--- src/hw/terminal_mux_pkg.sv ---
// Purpose: Constants for the output terminal function multiplexer
// Assumes: Selector codes are 16-bit unsigned values
// Notes:   Register offsets are word indices on the plain register port
package terminal_mux_pkg;

   localparam int unsigned ADDR_W = 4;
   localparam int unsigned CODE_W = 16;

   // ********************************
   // Register offsets
   // ********************************
   localparam logic [3:0] OFS_RUN_SEL    = 4'h0;
   localparam logic [3:0] OFS_RELAY_SEL  = 4'h1;
   localparam logic [3:0] OFS_SAFETY_SEL = 4'h2;
   localparam logic [3:0] OFS_GATE       = 4'h3;
   localparam logic [3:0] OFS_STATUS     = 4'h4;
   localparam logic [3:0] OFS_TERM       = 4'h5;

   // ********************************
   // Reset values
   // ********************************
   localparam logic [15:0] RST_RUN_SEL    = 16'h0000;
   localparam logic [15:0] RST_RELAY_SEL  = 16'h0063;
   localparam logic [15:0] RST_SAFETY_SEL = 16'h0050;
   localparam logic [15:0] RST_GATE       = 16'h0000;

   // ********************************
   // Code classes
   // ********************************
   localparam logic [15:0] SINK_OFFSET  = 16'h0064;
   localparam logic [15:0] SINK_LAST    = 16'h00c7;
   localparam logic [15:0] CODE_NONE    = 16'h270f;
   localparam logic [15:0] CODE_AVG_MON = 16'h005d;

   // Number of condition inputs, one bit per function number 0..99
   localparam int unsigned NUM_FUNC = 100;

endpackage : terminal_mux_pkg

--- src/hw/terminal_route.sv ---
// Purpose: Decode one selector code into a terminal level
// Assumes: Conditions are synchronous to the clock
// Notes:   Pure combinational decode, registered by the parent
`timescale 1ns/1ps
`default_nettype none
module terminal_route (
   input  wire logic [15:0] code_i,
   input  wire logic [99:0] cond_i,
   output logic             conduct_o
);

   logic [15:0] func_num;
   logic        sink_sel;

   // Split code into function number and polarity
   always_comb begin
      sink_sel = (code_i >= terminal_mux_pkg::SINK_OFFSET) &&
                 (code_i <= terminal_mux_pkg::SINK_LAST);
      func_num = sink_sel ? (code_i - terminal_mux_pkg::SINK_OFFSET) : code_i;
   end

   // Conduct on true for source, not conduct on true for sink
   always_comb begin
      if (code_i == terminal_mux_pkg::CODE_NONE) begin
         conduct_o = 1'b0;
      end else if (func_num < 16'(terminal_mux_pkg::NUM_FUNC)) begin
         conduct_o = cond_i[func_num[6:0]] ^ sink_sel;
      end else begin
         conduct_o = 1'b0;
      end
   end

endmodule : terminal_route
`default_nettype wire

--- src/hw/output_terminal_function_mux.sv ---
// Purpose: Route internal status conditions to three output terminals
// Assumes: All inputs synchronous to core_clk_i, 20 MHz
// Notes:   Selectors written over a plain register port
//
// The address map and the address-and-strobe port were decided locally.
`timescale 1ns/1ps
`default_nettype none
module output_terminal_function_mux (
   input  wire logic                core_clk_i,
   input  wire logic                rst_n_i,
   input  wire logic                clk_en_i,
   // Register port
   input  wire logic [3:0]          reg_addr_i,
   input  wire logic [15:0]         reg_wdata_i,
   input  wire logic                reg_wr_i,
   input  wire logic                reg_rd_i,
   output logic      [15:0]         reg_rdata_o,
   // Conditions
   input  wire logic                running_flag_i,
   input  wire logic                speed_reached_flag_i,
   input  wire logic                stall_active_flag_i,
   input  wire logic                frequency_detect_flag_i,
   input  wire logic                brake_duty_prealarm_i,
   input  wire logic                thermal_prealarm_i,
   input  wire logic                ready_flag_i,
   input  wire logic                current_high_flag_i,
   input  wire logic                current_low_flag_i,
   input  wire logic                loop_low_limit_flag_i,
   input  wire logic                loop_high_limit_flag_i,
   input  wire logic                loop_forward_flag_i,
   input  wire logic                fan_fault_flag_i,
   input  wire logic                heatsink_prealarm_i,
   input  wire logic                powerloss_decel_flag_i,
   input  wire logic                loop_active_flag_i,
   input  wire logic                retry_flag_i,
   input  wire logic                loop_pause_flag_i,
   input  wire logic                safety_stop_flag_i,
   input  wire logic                safety_healthy_flag_i,
   input  wire logic [9:0]          upper_func_i,
   input  wire logic                fault_alarm_flag_i,
   // Terminals, high means conducting
   output logic                     running_terminal_o,
   output logic                     relay_output_terminal_o,
   output logic                     safety_terminal_o
);

   // ********************************
   // Condition vector by function number
   // ********************************
   logic [99:0] cond;

   // upper_func_i bits 0..8 carry functions 90,91,93,95,96,98 and spares
   always_comb begin
      cond     = '0;
      cond[0]  = running_flag_i;
      cond[1]  = speed_reached_flag_i;
      cond[3]  = stall_active_flag_i;
      cond[4]  = frequency_detect_flag_i;
      cond[7]  = brake_duty_prealarm_i;
      cond[8]  = thermal_prealarm_i;
      cond[11] = ready_flag_i;
      cond[12] = current_high_flag_i;
      cond[13] = current_low_flag_i;
      cond[14] = loop_low_limit_flag_i;
      cond[15] = loop_high_limit_flag_i;
      cond[16] = loop_forward_flag_i;
      cond[25] = fan_fault_flag_i;
      cond[26] = heatsink_prealarm_i;
      cond[46] = powerloss_decel_flag_i;
      cond[47] = loop_active_flag_i;
      cond[64] = retry_flag_i;
      cond[70] = loop_pause_flag_i;
      cond[80] = safety_stop_flag_i;
      cond[81] = safety_healthy_flag_i;
      cond[90] = upper_func_i[0];
      cond[91] = upper_func_i[1];
      cond[93] = upper_func_i[3];
      cond[95] = upper_func_i[5];
      cond[96] = upper_func_i[6];
      cond[98] = upper_func_i[8];
      cond[99] = fault_alarm_flag_i;
   end

   // ********************************
   // Permitted code check
   // ********************************
   function automatic logic code_ok(input logic [15:0] code, input logic allow_avg);
      logic [15:0] f;
      f = code;
      if (code >= terminal_mux_pkg::SINK_OFFSET && code <= terminal_mux_pkg::SINK_LAST) begin
         f = code - terminal_mux_pkg::SINK_OFFSET;
      end
      if (code == terminal_mux_pkg::CODE_NONE) begin
         code_ok = 1'b1;
      end else if (code > terminal_mux_pkg::SINK_LAST) begin
         code_ok = 1'b0;
      end else begin
         unique case (f)
            16'h0000, 16'h0001, 16'h0003, 16'h0004, 16'h0007, 16'h0008,
            16'h000b, 16'h000c, 16'h000d, 16'h000e, 16'h000f, 16'h0010,
            16'h0019, 16'h001a, 16'h002e, 16'h002f, 16'h0040, 16'h0046,
            16'h0050, 16'h0051, 16'h005a, 16'h005b, 16'h005f, 16'h0060,
            16'h0062, 16'h0063: code_ok = 1'b1;
            16'h005d: code_ok = allow_avg;
            default: code_ok = 1'b0;
         endcase
      end
   endfunction : code_ok

   // ********************************
   // Registers
   // ********************************
   logic [15:0] run_sel_r;
   logic [15:0] relay_sel_r;
   logic [15:0] safety_sel_r;
   logic [15:0] gate_r;
   logic        sel_open;
   logic [15:0] rdata_nxt;

   assign sel_open = (gate_r == 16'h0000);

   always_ff @(posedge core_clk_i or negedge rst_n_i) begin
      if (!rst_n_i) begin
         gate_r <= terminal_mux_pkg::RST_GATE;
      end else if (clk_en_i && reg_wr_i && reg_addr_i == terminal_mux_pkg::OFS_GATE) begin
         gate_r <= reg_wdata_i;
      end
   end

   always_ff @(posedge core_clk_i or negedge rst_n_i) begin
      if (!rst_n_i) begin
         run_sel_r <= terminal_mux_pkg::RST_RUN_SEL;
      end else if (clk_en_i && reg_wr_i && sel_open &&
                   reg_addr_i == terminal_mux_pkg::OFS_RUN_SEL &&
                   code_ok(reg_wdata_i, 1'b1)) begin
         run_sel_r <= reg_wdata_i;
      end
   end

   always_ff @(posedge core_clk_i or negedge rst_n_i) begin
      if (!rst_n_i) begin
         relay_sel_r <= terminal_mux_pkg::RST_RELAY_SEL;
      end else if (clk_en_i && reg_wr_i && sel_open &&
                   reg_addr_i == terminal_mux_pkg::OFS_RELAY_SEL &&
                   code_ok(reg_wdata_i, 1'b0)) begin
         relay_sel_r <= reg_wdata_i;
      end
   end

   always_ff @(posedge core_clk_i or negedge rst_n_i) begin
      if (!rst_n_i) begin
         safety_sel_r <= terminal_mux_pkg::RST_SAFETY_SEL;
      end else if (clk_en_i && reg_wr_i && sel_open &&
                   reg_addr_i == terminal_mux_pkg::OFS_SAFETY_SEL &&
                   code_ok(reg_wdata_i, 1'b1)) begin
         safety_sel_r <= reg_wdata_i;
      end
   end

   // ********************************
   // Terminal routing
   // ********************************
   logic run_nxt;
   logic relay_nxt;
   logic safety_nxt;

   terminal_route u_route_run (
      .code_i    (run_sel_r),
      .cond_i    (cond),
      .conduct_o (run_nxt)
   );

   terminal_route u_route_relay (
      .code_i    (relay_sel_r),
      .cond_i    (cond),
      .conduct_o (relay_nxt)
   );

   terminal_route u_route_safety (
      .code_i    (safety_sel_r),
      .cond_i    (cond),
      .conduct_o (safety_nxt)
   );

   always_ff @(posedge core_clk_i or negedge rst_n_i) begin
      if (!rst_n_i) begin
         running_terminal_o      <= 1'b0;
         relay_output_terminal_o <= 1'b0;
         safety_terminal_o       <= 1'b0;
      end else if (clk_en_i) begin
         running_terminal_o      <= run_nxt;
         relay_output_terminal_o <= relay_nxt;
         safety_terminal_o       <= safety_nxt;
      end
   end

   // ********************************
   // Read port
   // ********************************
   always_comb begin
      rdata_nxt = 16'h0000;
      unique case (reg_addr_i)
         terminal_mux_pkg::OFS_RUN_SEL:    rdata_nxt = run_sel_r;
         terminal_mux_pkg::OFS_RELAY_SEL:  rdata_nxt = relay_sel_r;
         terminal_mux_pkg::OFS_SAFETY_SEL: rdata_nxt = safety_sel_r;
         terminal_mux_pkg::OFS_GATE:       rdata_nxt = gate_r;
         terminal_mux_pkg::OFS_STATUS:     rdata_nxt = {15'h0000, sel_open};
         terminal_mux_pkg::OFS_TERM:       rdata_nxt = {13'h0000, safety_terminal_o,
                                                        relay_output_terminal_o,
                                                        running_terminal_o};
         default:                          rdata_nxt = 16'h0000;
      endcase
   end

   always_ff @(posedge core_clk_i or negedge rst_n_i) begin
      if (!rst_n_i) begin
         reg_rdata_o <= 16'h0000;
      end else if (clk_en_i) begin
         reg_rdata_o <= reg_rd_i ? rdata_nxt : 16'h0000;
      end
   end
endmodule : output_terminal_function_mux
`default_nettype wire

--- config.mk ---
export PLATFORM = sky130hd
export DESIGN_NAME = output_terminal_function_mux
export DESIGN_NICKNAME = d
export VERILOG_FILES = /design/src/hw/terminal_mux_pkg.sv /design/src/hw/terminal_route.sv /design/src/hw/output_terminal_function_mux.sv
export SDC_FILE = /design/constraint.sdc
export NUM_CORES = 1
export LEC_CHECK = 0
export ABC_AREA = 1
export BUFFER_PORTS_ARGS = -buffer_cell sky130_fd_sc_hd__clkbuf_2
export CORE_MARGIN = 2
export CORE_UTILIZATION = 57
export CTS_CLUSTER_DIAMETER = 60
export DETAILED_ROUTE_END_ITERATION = 10
export PLACE_DENSITY = 0.75
export SYNTH_ARGS = -nofsm -noshare
export SYNTH_HDL_FRONTEND = slang
export SYNTH_SLANG_ARGS = --single-unit
--- constraint.sdc ---
create_clock -name core_clk_i -period 3.81 [get_ports core_clk_i]
set_clock_uncertainty 0.2 [all_clocks]
set_input_delay 0.381 -clock core_clk_i [delete_from_list [all_inputs] [get_ports core_clk_i]]
set_output_delay 0.381 -clock core_clk_i [all_outputs]
set_load 0.01 [all_outputs]
### After elaboration in Yosys (flattened, before gate mapping)

Memory sizes are Yosys's and may differ from the RTL's.
Index checks and enable logic that the tools add are counted.

| storage, ports and cells | value |
|---|---|
| bits in registers | 83 |
| memory bits (read-only) | 384 |
| input bits | 56 |
| memories kept | 3 |

| cells by class | value |
|---|---|
| $add $sub $neg | 4 |
| magnitude comparators | 15 |
| eq/ne operators | 9 |
| muxes and demuxes | 27 |
| bitwise logic cells | 3 |
| reduce and logical (&&, ||, !) cells | 16 |

Memories:

| name | depth | bits a word | rd ports | clocked after memory_dff | wr ports | RTL line | text |
|---|---|---|---|---|---|---|---|
| (name not given) | 128 | 1 | 1 | 0 | 0 | output_terminal_function_mux.sv:98 | `unique case (f)` |
| (name not given) | 128 | 1 | 1 | 0 | 0 | output_terminal_function_mux.sv:98 |  |
| (name not given) | 128 | 1 | 1 | 0 | 0 | output_terminal_function_mux.sv:98 |  |

Operators by type and width:

| cell | number |
|---|---|
| 16-bit one-hot mux with 6 select lines | 1 |
| 16-bit two-way mux | 5 |
| 16-bit by 14-bit == test with 1-bit output, second input constant | 4 |
| 16-bit by 7-bit >= comparator with 1-bit output, second input constant | 4 |
| 16-bit by 8-bit <= comparator with 1-bit output, second input constant | 4 |
| 16-bit by 7-bit subtractor with 16-bit output, second input constant | 4 |
| 16-bit by 7-bit < comparator with 1-bit output, second input constant | 3 |
| 7-bit by 8-bit < comparator with 1-bit output, second input constant | 3 |
| 1-bit binary-select mux with 7-bit select | 3 |
| 1-bit two-way mux | 18 |
| 16-bit by 8-bit greater-than comparator with 1-bit output, second input constant | 1 |
| 16-bit zero test | 1 |
| 1-bit logical AND | 13 |
| 9-bit zero test | 1 |
| 4-bit by 2-bit == test with 1-bit output, second input constant | 2 |
| 4-bit by 3-bit == test with 1-bit output, second input constant | 2 |
| 4-bit by 1-bit == test with 1-bit output, second input constant | 1 |
| 4-bit zero test | 1 |
| 1-bit XOR | 3 |

### Logic depth before layout (Yosys ltp)

Gate-level depths: netlist of the first run.

| depth | value |
|---|---|
| depth in word-level cells | 8 |
| depth in mapped cells | 25 |

### Modules after synthesis

From an unflattened synthesis of the first run, not the netlist that was laid out.

| second synthesis, totals | value |
|---|---|
| cell total of the unflattened synthesis | 1325 |
| area total of the unflattened synthesis | 8423.1 um^2 |

By module, submodules not included:

| module | times used | cells an instance | area each (um^2) | seq. area each (um^2) |
|---|---|---|---|---|
| output_terminal_function_mux | 1 | 533 | 4434.3 | 2084.5 |
| terminal_route (u_route_relay ...) | 2 | 264 | 1328.8 | 0.0 |
| terminal_route (u_route_safety) | 1 | 264 | 1331.3 | 0.0 |

### Worst setup path before layout of the first run

OpenSTA, ideal clock, no wires.

| timing path | value |
|---|---|
| path kind | input to register |
| start | input port reg_wdata_i[2] |
| end | register safety_sel_r[5] |
| arrival time | 2215 ps |
| required time | 3493 ps |
| slack | 1278 ps |
| cell stages on the path | 18 |
| path buffers | 1 |
| cells stage by stage | inv_1 -> ha_1 -> inv_1 -> nand3_2 -> nand3_4 -> nand2_4 -> clkinv_4 -> o21ai_4 -> inv_2 -> a21oi_2 -> nand2_2 -> a21oi_4 -> nand2_2 -> nand2_4 -> nand2_4 -> buf_6 -> nand2_1 -> nand2_1 |

| between the ends | value |
|---|---|
| word-level cells in the longest chain between the ends | 8 |

RTL lines:

| what | RTL line | text |
|---|---|---|
| start, declared | output_terminal_function_mux.sv:14 | `input wire logic [15:0] reg_wdata_i,` |
| 16-bit by 7-bit >= comparator with 1-bit output or 16-bit by 8-bit <= comparator with 1-bit output (tied branches) | output_terminal_function_mux.sv:90 | `if (code >= terminal_mux_pkg::SINK_OFFSET && code <= terminal_mux_pkg::SINK_LAST) begin` |
| 1-bit logical AND | output_terminal_function_mux.sv:90 |  |
| 16-bit two-way mux | output_terminal_function_mux.sv:90 |  |
| memory read 128 x 1 bit or 9-bit zero test (tied branches) | n/a |  |
| 1-bit two-way mux | output_terminal_function_mux.sv:98 |  |
| 1-bit two-way mux | output_terminal_function_mux.sv:95 | `end else if (code > terminal_mux_pkg::SINK_LAST) begin` |
| 1-bit two-way mux * | output_terminal_function_mux.sv:93 | `if (code == terminal_mux_pkg::CODE_NONE) begin` |
| 1-bit logical AND * | output_terminal_function_mux.sv:154 | `reg_addr_i == terminal_mux_pkg::OFS_SAFETY_SEL &&` |
| end signal, assigned | output_terminal_function_mux.sv:152 | `safety_sel_r <= terminal_mux_pkg::RST_SAFETY_SEL;` |
| end signal, assigned | output_terminal_function_mux.sv:156 | `safety_sel_r <= reg_wdata_i;` |
| end, declared | output_terminal_function_mux.sv:115 | `logic [15:0] safety_sel_r;` |

Every way passes the cells marked *; elsewhere a longest branch is shown, timed or not.
A chain may end at the register's enable or synchronous reset.

### Worst setup path after layout of the first run

| timing path | value |
|---|---|
| start | input port reg_wdata_i[2] |
| end | register run_sel_r[10] |

| between the ends | value |
|---|---|
| word-level cells in the longest chain between the ends | 8 |

RTL lines:

| what | RTL line | text |
|---|---|---|
| 16-bit by 7-bit >= comparator with 1-bit output or 16-bit by 8-bit <= comparator with 1-bit output (tied branches) | output_terminal_function_mux.sv:90 |  |
| 1-bit logical AND | output_terminal_function_mux.sv:90 |  |
| 16-bit two-way mux | output_terminal_function_mux.sv:90 |  |
| memory read 128 x 1 bit or 9-bit zero test (tied branches) | n/a |  |
| 1-bit two-way mux | output_terminal_function_mux.sv:98 |  |
| 1-bit two-way mux | output_terminal_function_mux.sv:95 |  |
| 1-bit two-way mux * | output_terminal_function_mux.sv:93 |  |
| 1-bit logical AND * | output_terminal_function_mux.sv:134 | `reg_addr_i == terminal_mux_pkg::OFS_RUN_SEL &&` |
| end signal, assigned | output_terminal_function_mux.sv:132 | `run_sel_r <= terminal_mux_pkg::RST_RUN_SEL;` |
| end signal, assigned | output_terminal_function_mux.sv:136 | `run_sel_r <= reg_wdata_i;` |
| end, declared | output_terminal_function_mux.sv:113 | `logic [15:0] run_sel_r;` |

Marks and branches as above.

==> results of run 1 <==
power breakdown:
group          switching (uW)  internal [uW]  leakage (uW)  total (uW)
Combinational             148           82.9       0.00226         231
Clock                     341            438      0.000121         779
Sequential               35.2            914       0.00106         950
worst max path at each step:
stage	to	slack, ns	start
final	run_sel_r[10]$_DFFE_PN0P_	0.84	reg_wdata_i[2]
after global routing	run_sel_r[10]$_DFFE_PN0P_	0.55	reg_wdata_i[1]
after CTS	running_terminal_o$_DFFE_PN0P_	0.89	run_sel_r[2]$_DFFE_PN0P_
after detailed placement	run_sel_r[10]$_DFFE_PN0P_	0.52	reg_wdata_i[2]
after global placement	safety_sel_r[13]$_DFFE_PN0P_	0.63	reg_wdata_i[2]
after floorplan	safety_sel_r[5]$_DFFE_PN0P_	1.28	reg_wdata_i[2]
through the flow:
stage	std cells	util	area, sq um	setup WS [ns]	hold WS, ns
after floorplan	885	-	6125	1.278	-0.1146
after global placement	1073	0.6296	6529	0.6277	0.2574
after detailed placement	1073	0.6296	6529	0.5197	0.2597
after CTS	1089	0.6528	6769	0.8866	0.01339
after global routing	1089	0.6528	6769	0.5457	0.06578
final	1089	0.6528	6769	0.8406	-0.03035
critical path: stages:
cell and delay (ns):
clkbuf_2 0.22, inv_1 0.17, ha_1 0.26, inv_1 0.10
nand3_2 0.12, nand3_4 0.15, nand2_4 0.10, nand2_1 0.07
nand2_1 0.12, nand2_1 0.09, nand2_1 0.07, a21oi_2 0.13
nand2_2 0.07, a21oi_4 0.15, nand2_2 0.10, nand2_4 0.32
nand2_4 0.18, nand2_1 0.11, nand2_1 0.06
sequential cells by signal, indices dropped and copies added, names as in the netlist:
register,count
relay_sel_r,16
safety_sel_r,16
running_terminal_o,1
reg_rdata_o,16
relay_output_terminal_o,1
run_sel_r,16
gate_r,16
safety_terminal_o,1
cells by family (layout without fill, tap and decap cells):
logic type                 after synthesis  count (layout)  synth area share
and+or+nand+nor                        494             494            0.3626
AOI/OAI and AO/OA                      148             148            0.1538
buffers and inverters                  132             200           0.09254
DFF                                     83              83            0.3403
adders and majority gates               14              14           0.02860
xor gates and xnor gates                 9               9           0.01287
muxes                                    5               5          0.009192
synthesized netlist by cell type (14+ instances only):
cell type / n
nor2_1: 59
a221oi_1: 18
a22oi_1: 16
ha_1: 14
a21oi_1: 25
o22ai_1: 23
nand2_1: 256
nand4_1: 14
nand3_1: 112
dfrtp_1: 77
o21ai_0: 46
inv_1: 99
layout make-up:
type	instances	area share
timing repair buffer	74	0.05656
clock inverter	6	0.01664
clock buffer	10	0.01885
tap	136	0.02514
sequential	83	0.3079
inverter	110	0.06174
multi-input combinational	670	0.5131
layer usage:
metal	vias up	global-route usage	part of all wire
met5	-	0	0
met4	0	0.1529	0.041
met3	48	0.05085	0.083
met2	313	0.5180	0.44
met1	2997	0.4953	0.43
li1	3112	-	-
==> run summary, run 1 <==
The flow ran to the end, but the final reports show violations. The final reports fail on negative hold slack. The post-detailed-route via-to-cell ratio is 5.941. The via count of the first global-routing pass came out at slightly below 6000. The most common cell after layout, fill and taps aside is nand2_1. The relative max-transition margin is 0.3138.

The worst-case hold slack is -0.03035 ns. The worst hold path belongs to the class in2async. The sum of negative setup slack is 0 ns. The diode insertion count for antenna repair is 0. The hold buffer count at cts came out at 0. After synthesis, the cell types taking the most area are dfrtp_1, nand2_1, nand3_1, inv_1, o21ai_0. Gates resized during post-CTS repair numbered 0. The kind of end point of the critical path is a flop. The first global-routing pass estimated around 30 mm of wire. The share of the Yosys chip area taken by registers is 0.3403. The floorplan step defined a die boundary enclosing about 0.012 sq mm. Across the run, the number of max-cap violations was 0. The worst setup path is of the in2reg kind.

The number of flops mapped to enable cells by yosys came out at 0. The share of synthesized area in the top cell type comes to 0.3146. Detailed routing inserted a total of approximately 6500 vias. The post-synthesis net count came out at about 960. For the worst flop-to-flop path, the logic depth is 17.

Post-CTS timing repair inserted 0 buffers for setup. The startpoint type of the worst setup path is an input port. The footprint of the multi-input gates came out at ~0.0035 sq mm. The clock passes through at most 2 buffers.

The final critical-path required period is just under 3 ns. Setup repair after global routing left no endpoint under its margin. The fraction of the cycle the final worst path needs came out at 0.7794. The area growth from synthesis to layout is 10.52%. Across the whole layout, storage elements account for 0.002085 sq mm. The endpoint required time on the critical path is around 3.9 ns. Leaving out fill and tap cells, the most frequent cells in the layout are nand2_1, nand3_1, inv_1. The later pin in the worst-skew pair is clocked with a latency of 0.37 ns. The largest net degree at the start of global routing is 84.

The async set or reset register ratio after synthesis came out at 1.000. The post-detailed-placement half-perimeter wirelength is 14.78 mm. The root buffer cell chosen for the clock tree is clkbuf_8. Clock-pin slew was measured on the worst setup and hold paths at approximately 0.09 ns. The number of failing hold endpoints at the final stage is 14. The filler cell count in the final layout came out at between 900 and 1000.

The post-synthesis instance total came out at about 900. Setup violations remaining at the end of the flow were counted as 0. The number of synthesized register bits is 83. Port buffering added 70 buffers.

Static timing analysis puts the maximum clock frequency at between 0.3 and 0.4 GHz. The number of pins with negative max-slew slack in the final report is 0. The data arrival time at the worst-slack endpoint came out at 3.02 ns. The routed length per instance is approximately 18 um.

The proportion of layout cells with a drive suffix above 1 is 0.1511. The maximum resistive drop on vdd is 282.8 uV. The number of clock sinks is 83. The number of buffers created by CTS is 9. CTS built an H-tree with a depth of 3. After global routing the overflow that remains totals 0. The placer congestion estimate came out at between 0.9 and 1. The synthesized area per cell came out at approximately 6.9 sq um.

The synthesized design spends more area on one cell type than any other, namely dfrtp_1. The netlist area before placement came out at slightly above 0.006 sq mm. The worst register-to-register path ends at relay_output_terminal_o$_DFFE_PN0P_. Of all nets on the critical path, the largest fanout is 34. The DRC marker count from the first detailed-route iteration is approximately 770. In this run the count of I/O pins placed on the die edge is 75. In this run the vertical extent of the chip is 107.7 um. For this configuration, the core starts out at a cell density of 0.5906. The warning count from the yosys run is 0.

The detailed-router iteration count before antenna repair came out at 6. In this run the static leakage power is between 0.003 and 0.004 uW. The count of nets after finishing is just over 1000. The register-to-register path setup slack came out at around 0.86 ns. The width of the chip came out at about 110 um. The initial antenna violation count is 0. The number of different library cells used by synthesis comes to 49. The worst register-to-register path begins at relay_sel_r[3]$_DFFE_PN0P_. The completed layout was analyzed and its total power is 1959 uW. After floorplanning, the core was sized to cover about 0.010 sq mm.

At the pin with the least slew margin, the transition time is 1.029 ns. The residual DRC count is 0. The final wirelength is between 15 and 20 mm. The power per unit of standard cell area is about 290 mW/mm^2.

TritonCTS built the clock tree. The flip-flop cell with the highest count after synthesis is dfrtp_1. The total routing usage reported by global routing is 0.3454. The count of antenna-violating nets left after detailed routing is 0. Row generation in the floorplan step produced 37 rows.
(Power assumes the default switching activity.)
==> run 2, diff against run 1 <==
Settings changed: CORE_UTILIZATION 57 to 54.
Clock period 3.81 ns to 2.64 ns, I/O delays scaled along.
==> run summary, run 2 (synthesized netlist as in run 1, its figures left out) <==
The detailed-router iteration count before antenna repair is 6 (unchanged). The data arrival time at the worst-slack endpoint was 2.57 ns (was 3.02 ns). Outcome: completed (was finished, violations left). The combinational cell fraction of total power came to 0.123 (was 0.118).

The power per unit of standard cell area is 391.5 mW/mm^2 (was 289.4 mW/mm^2). The library cell used as clock root buffer is clkbuf_16 (was clkbuf_8). The internal power consumption came out at 2173 uW (was 1435 uW). The die outline height is 110.5 um (was 107.7 um). The proportion of layout cells with a drive suffix above 1 is 0.2522 (was 0.1511). The relative contribution of the clock network to total power is 0.415 (was 0.397). The setup slack after placement was -0.06419 ns (was 0.5197 ns). The final critical-path required period came out at 2.538 ns. The CTS tree is done (unchanged). The start-to-end type of the worst setup path is reg2reg (was in2reg).

The initial antenna violation count came out at 0 (unchanged). The overall die area came out at 0.01221 sq mm (was 0.01159 sq mm). The largest net degree at the start of global routing was 53 (was 84). The number of pins with negative max-slew slack in the final report is 0 (unchanged). The net switching component of the power is 818.0 uW (was 523.9 uW). The relative max-transition margin was 0.4442 (was 0.3138). The kind of end point of the critical path is a flop (unchanged). The worst-case hold slack was 0.0002894 ns (was -0.03035 ns). Top library cells by usage in the layout, fill and taps aside: nand2_1, nand3_1, inv_1 (unchanged).

The number of placement rows came out at 38 (was 37). The static leakage power came out at 0.003898 uW (was 0.003442 uW). The number of ports placed on the die boundary is 75 (unchanged). The starting utilization of the core area is 0.5601 (was 0.5906).

The DRC marker count from the first detailed-route iteration was 680 (was 768). The number of standard cells in the final layout excluding fillers came to 1167 (was 1089). The number of buffers created by CTS came out at 9 (unchanged). The area growth from synthesis to layout came out at 24.76% (was 10.52%). The placeable core region came out at 0.01094 sq mm (was 0.01037 sq mm). The overall overflow remaining after global route came out at 0 (unchanged). The switching part of the total power came out at 0.2735 (was 0.2674). The total routing usage reported by global routing came out at 0.3121 (was 0.3454). The largest fanout of any net on the critical path came to 8 (was 34).

The count of nets after finishing is 1092 (was 1018). The register-to-register path setup slack came to 0.10 ns (was 0.86 ns). The wire length of the first global-routing pass is 30.77 mm (was 30.82 mm).

The post-detailed-placement half-perimeter wirelength came to 14.82 mm (was 14.78 mm). The pin slew with the least headroom to its limit is 0.8316 ns (was 1.029 ns). The filler cell count in the final layout is 954 (was 947). The count of input and output buffers is 70 (unchanged). The endpoint required time on the critical path was 2.67 ns (was 3.86 ns).

The total area of sequential cells came out at 0.002085 sq mm (unchanged). The count of vias placed by the detailed router came out at 6813 (was 6470). The maximum achievable frequency is around 0.39 GHz.

Unrepaired setup endpoints after global routing: yes (was no). The count of antenna-violating nets left after detailed routing is 0 (unchanged). The relative contribution of sequential cells to total power came out at 0.462 (was 0.485). The diode insertion count for antenna repair came out at 0 (unchanged). The via count of the first global-routing pass was 6152 (was 5951). The utilization after layout came to 0.6987 (was 0.6528).

The setup violation total in the final timing report came out at 0 (unchanged). The maximum resistive drop on vdd is 300.4 uV (was 282.8 uV). The largest buffer count on any clock path is 2 (unchanged). The final wirelength is 19.51 mm (was 19.08 mm). Of the available clock period, the critical path in the final layout requires 0.9614. The number of failing hold endpoints at the final stage came out at 0 (was 14). The sum of negative setup slack came to 0 ns (unchanged). The width of the chip came out at 110.5 um (was 107.7 um). The placer congestion estimate is 0.9869 (was 0.9595). The worst path setup slack after routing is 0.1019 ns (was 0.8406 ns). The number of clock sinks came out at 83 (unchanged). The footprint of the multi-input gates is 0.003676 sq mm (was 0.003473 sq mm). The number of H-tree branching levels came out at 3 (unchanged).

The startpoint type of the worst setup path is a flop (was input port). The source-to-sink clock delay at the later pin of the worst-skew pair is 0.34 ns (was 0.37 ns). The number of max-capacitance violations reported was 0 (unchanged).

The residual DRC count was 0 (unchanged). The routed length per instance came out at 16.72 um (was 17.52 um). The class of the tightest hold or removal check is in2reg (was in2async). The most common cell after layout, fill and taps aside is nand2_1 (unchanged). The total placed cells including tap cells came out at 1141 (was 1073).

The clock slew seen by the registers of the worst setup and hold paths is 0.06 ns (was 0.09 ns). The post-detailed-route via-to-cell ratio came to 5.838 (was 5.941).
## run 2: timing repair
item	4_1_cts	5_1_grt
gates resized for setup	2	59
hold buffers	3	0
endpoints found under the hold margin	33	0
setup buffers	0	7
endpoints found under the setup margin	1	3
pin swaps	0	16
## run 2: final cells by class
| cell class | count | area share |
|---|---|---|
| multi-input combinational | 670 | 0.4811 |
| clock inverter | 5 | 0.005895 |
| inverter | 110 | 0.05502 |
| sequential | 83 | 0.2728 |
| tap | 140 | 0.02292 |
| clock buffer | 11 | 0.03308 |
| timing repair buffer | 148 | 0.1292 |
## run 2: per-stage QoR
stage | total power [uW] | area (sq um)
global placement | 1757 | 7052
global route | 3084 | 7641
CTS | 2987 | 7387
finish | 2991 | 7641
detailed placement | 1760 | 7052
floorplan | 1559 | 6125
## run 2: worst max-delay path: stages (launching register included)
cell	delay (ns)
dfrtp_1	0.37
inv_1	0.07
ha_1	0.13
inv_1	0.07
o21ai_2	0.20
nor2_2	0.08
nor2_4	0.16
nand2_2	0.10
nand2_4	0.14
o21ai_2	0.07
buf_6	0.12
nor2_1	0.13
nand2_1	0.10
o21a_1	0.19
nand2_1	0.07
nand3_1	0.08
nand3_1	0.09
nand2_1	0.05
## run 2: path summary, 6_finish.rpt
check / start / endpoint / cells past startpoint
setup / recovery: run_sel_r[3]$_DFFE_PN0P_ / running_terminal_o$_DFFE_PN0P_ / 17
max in group asynchronous: rst_n_i / safety_sel_r[6]$_DFFE_PN1P_ / 3
min in group asynchronous: rst_n_i / gate_r[7]$_DFFE_PN0P_ / 2
hold reg to reg: relay_sel_r[6]$_DFFE_PN1P_ / relay_sel_r[6]$_DFFE_PN1P_ / 2
hold / removal: reg_wdata_i[11] / gate_r[11]$_DFFE_PN0P_ / 3
setup reg to reg: run_sel_r[3]$_DFFE_PN0P_ / running_terminal_o$_DFFE_PN0P_ / 17
## run 2: metal layers
metal / wire, um / global-route usage / up-vias
li1: - / - / 3259
met2: 9083 / 0.5080 / 375
met1: 8062 / 0.4215 / 3123
met4: 729 / 0.1208 / 0
met5: 0 / 0 / -
met3: 1637 / 0.04555 / 56
## run 2: power by group through the flow
stage | sequential [uW] | clock [uW] | combinational, uW
floorplan | 1370 | 0 | 187
global placement | 1400 | 0 | 359
detailed placement | 1400 | 0 | 362
global route | 1380 | 1290 | 412
finish | 1380 | 1240 | 369
CTS | 1380 | 1250 | 366
==> run 3, diff against run 2 <==
Settings changed: MAX_ROUTING_LAYER set to met4.
==> run summary, run 3 (synthesized netlist as in run 1, its figures left out) <==
The CTS tree is done (unchanged). The setup slack after placement came to -0.09086 ns (was -0.06419 ns). The number of clock sinks was 83 (unchanged).

The post-detailed-route via-to-cell ratio is 5.752 (was 5.838). The static leakage power came to 0.003858 uW (was 0.003898 uW). The maximum achievable frequency is 0.3814 GHz (was 0.3940 GHz).

The area growth from synthesis to layout came to 23.43% (was 24.76%). The largest net degree at the start of global routing was 84 (was 53). The kind of end point of the critical path is a flop (unchanged).

The die outline height came to 110.5 um (unchanged). Top library cells by usage in the layout, fill and taps aside: nand2_1, nand3_1, inv_1 (unchanged). Unrepaired setup endpoints after global routing: yes (unchanged). The class of the tightest hold or removal check is in2reg (unchanged). The overall die area is 0.01221 sq mm (unchanged). The starting utilization of the core area is 0.5601 (unchanged). The maximum resistive drop on vdd is 381.9 uV (was 300.4 uV).

The power per unit of standard cell area came to 402.3 mW/mm^2 (was 391.5 mW/mm^2). The register-to-register path setup slack came to 0.02 ns (was 0.10 ns). The clock slew seen by the registers of the worst setup and hold paths is 0.07 ns (was 0.06 ns). The internal power consumption came out at 2217 uW (was 2173 uW).

The final critical-path required period came to 2.622 ns (was 2.538 ns). The library cell used as clock root buffer is clkbuf_16 (unchanged). The routed length per instance is 16.55 um (was 16.72 um). The placeable core region is 0.01094 sq mm (unchanged). The pin slew with the least headroom to its limit came to 0.6689 ns (was 0.8316 ns).

The number of buffers created by CTS is 9 (unchanged). The switching part of the total power is 0.2711 (was 0.2735). The endpoint required time on the critical path is 2.68 ns (was 2.67 ns). The DRC marker count from the first detailed-route iteration is 762 (was 680). The data arrival time at the worst-slack endpoint came out at 2.66 ns (was 2.57 ns). The relative max-transition margin came to 0.5425 (was 0.4442). The relative contribution of the clock network to total power is 0.424 (was 0.415). The net switching component of the power was 824.4 uW (was 818.0 uW). The number of placement rows is 38 (unchanged).

The fraction of the cycle the final worst path needs came to 0.9931 (was 0.9614). The startpoint type of the worst setup path is a flop (unchanged). The combinational cell fraction of total power is 0.122 (was 0.123). The initial antenna violation count came out at 0 (unchanged). The number of failing hold endpoints at the final stage is 0 (unchanged). The relative contribution of sequential cells to total power is 0.454 (was 0.462). The proportion of layout cells with a drive suffix above 1 is 0.2344 (was 0.2522). The worst-case hold slack came out at 0.02119 ns (was 0.0002894 ns). The largest fanout of any net on the critical path is 8 (unchanged).

The number of pins with negative max-slew slack in the final report came to 0 (unchanged). The diode insertion count for antenna repair is 0 (unchanged). The setup violation total in the final timing report is 0 (unchanged).

The most common cell after layout, fill and taps aside is nand2_1 (unchanged). The wire length of the first global-routing pass is 30.88 mm (was 30.77 mm). The placer congestion estimate was 0.9967 (was 0.9869). The via count of the first global-routing pass came to 6074 (was 6152). The count of input and output buffers came out at 70 (unchanged).

The count of nets after finishing is 1089 (was 1092). The residual DRC count is 0 (unchanged). The post-layout instance area is 0.007560 sq mm (was 0.007641 sq mm).

The placement-stage cell area came to 0.007059 sq mm (was 0.007052 sq mm). The width of the chip came out at 110.5 um (unchanged). The post-detailed-placement half-perimeter wirelength came out at 14.95 mm (was 14.82 mm). The total routing usage reported by global routing is 0.3238 (was 0.3121).

The count of vias placed by the detailed router is 6695 (was 6813). The number of max-capacitance violations reported is 0 (unchanged). The source-to-sink clock delay at the later pin of the worst-skew pair is 0.34 ns (about the same). Outcome: completed (unchanged). The overall overflow remaining after global route came out at 0 (unchanged). The final wirelength came out at 19.27 mm (was 19.51 mm). The sum of negative setup slack is 0 ns (unchanged). The number of H-tree branching levels came to 3 (unchanged). The total power consumption of the routed design is 3041 uW (was 2991 uW). The detailed-router iteration count before antenna repair came out at 5 (was 6). The number of ports placed on the die boundary came out at 75 (unchanged).

The start-to-end type of the worst setup path was reg2reg (unchanged). The largest buffer count on any clock path came out at 2 (unchanged). The count of antenna-violating nets left after detailed routing came out at 0 (unchanged). The worst path setup slack after routing came out at 0.01830 ns (was 0.1019 ns).
run 3: layout make-up:
class | instances | area (sq um)
well taps | 140 | 175.2
clock buffers | 10 | 229.0
inverters | 110 | 417.9
repair buffers | 144 | 955.9
flip-flops and latches | 83 | 2085
fillers | 979 | 3376
multi-input cells | 671 | 3623
clock inverters | 6 | 73.82
run 3: power groups by stage:
stage	Sequential [uW]	Combinational, uW	Clock, uW
2_1_floorplan	1370	187	0
3_3_place_gp	1400	358	0
3_5_place_dp	1400	362	0
4_1_cts	1380	367	1290
5_1_grt	1380	411	1360
6_report	1380	371	1290
run 3: final timing paths:
kind | startpoint | cells past startpoint | endpoint
worst max-delay path | relay_sel_r[1]$_DFFE_PN1P_ | 15 | relay_output_terminal_o$_DFFE_PN0P_
worst min-delay path | reg_wdata_i[12] | 2 | gate_r[12]$_DFFE_PN0P_
worst max register to register | relay_sel_r[1]$_DFFE_PN1P_ | 15 | relay_output_terminal_o$_DFFE_PN0P_
worst min register to register | run_sel_r[8]$_DFFE_PN0P_ | 2 | run_sel_r[8]$_DFFE_PN0P_
max in group asynchronous | rst_n_i | 3 | safety_sel_r[4]$_DFFE_PN1P_
min in group asynchronous | rst_n_i | 3 | gate_r[12]$_DFFE_PN0P_
run 3: repair_timing:
| action | in CTS | in global routing |
|---|---|---|
| resized for setup | 3 | 36 |
| endpoints found under the setup margin | 2 | 40 |
| hold buffers | 4 | 0 |
| pin swaps | 0 | 3 |
| buffers inserted | 0 | 1 |
| hold endpoints to repair | 80 | 0 |
| gates cloned | 0 | 1 |
run 3: critical path: stages (launching register included):
cell	delay, ns
dfstp_2	0.59
nand2_1	0.12
inv_2	0.08
nand3_1	0.06
nand2_1	0.06
and2_1	0.18
nand2_4	0.10
nor2_1	0.22
xor2_2	0.24
inv_1	0.10
a21oi_1	0.13
nand2_1	0.07
nand2_1	0.09
nand3_1	0.09
nand3_2	0.11
nand2_1	0.06
run 3: stage by stage:
stage | instances | utilization
floorplan | 885 | -
global placement | 1142 | 0.6455
detailed placement | 1142 | 0.6455
CTS | 1162 | 0.6772
global route | 1164 | 0.6913
finish | 1164 | 0.6913
run 3: layer usage:
metal	vias up	global-route usage	wire, um
li1	3240	-	-
met1	3114	0.4312	8276
met2	295	0.5084	9117
met3	46	0.04775	1328
met4	0	0.1117	546
met5	-	-	0
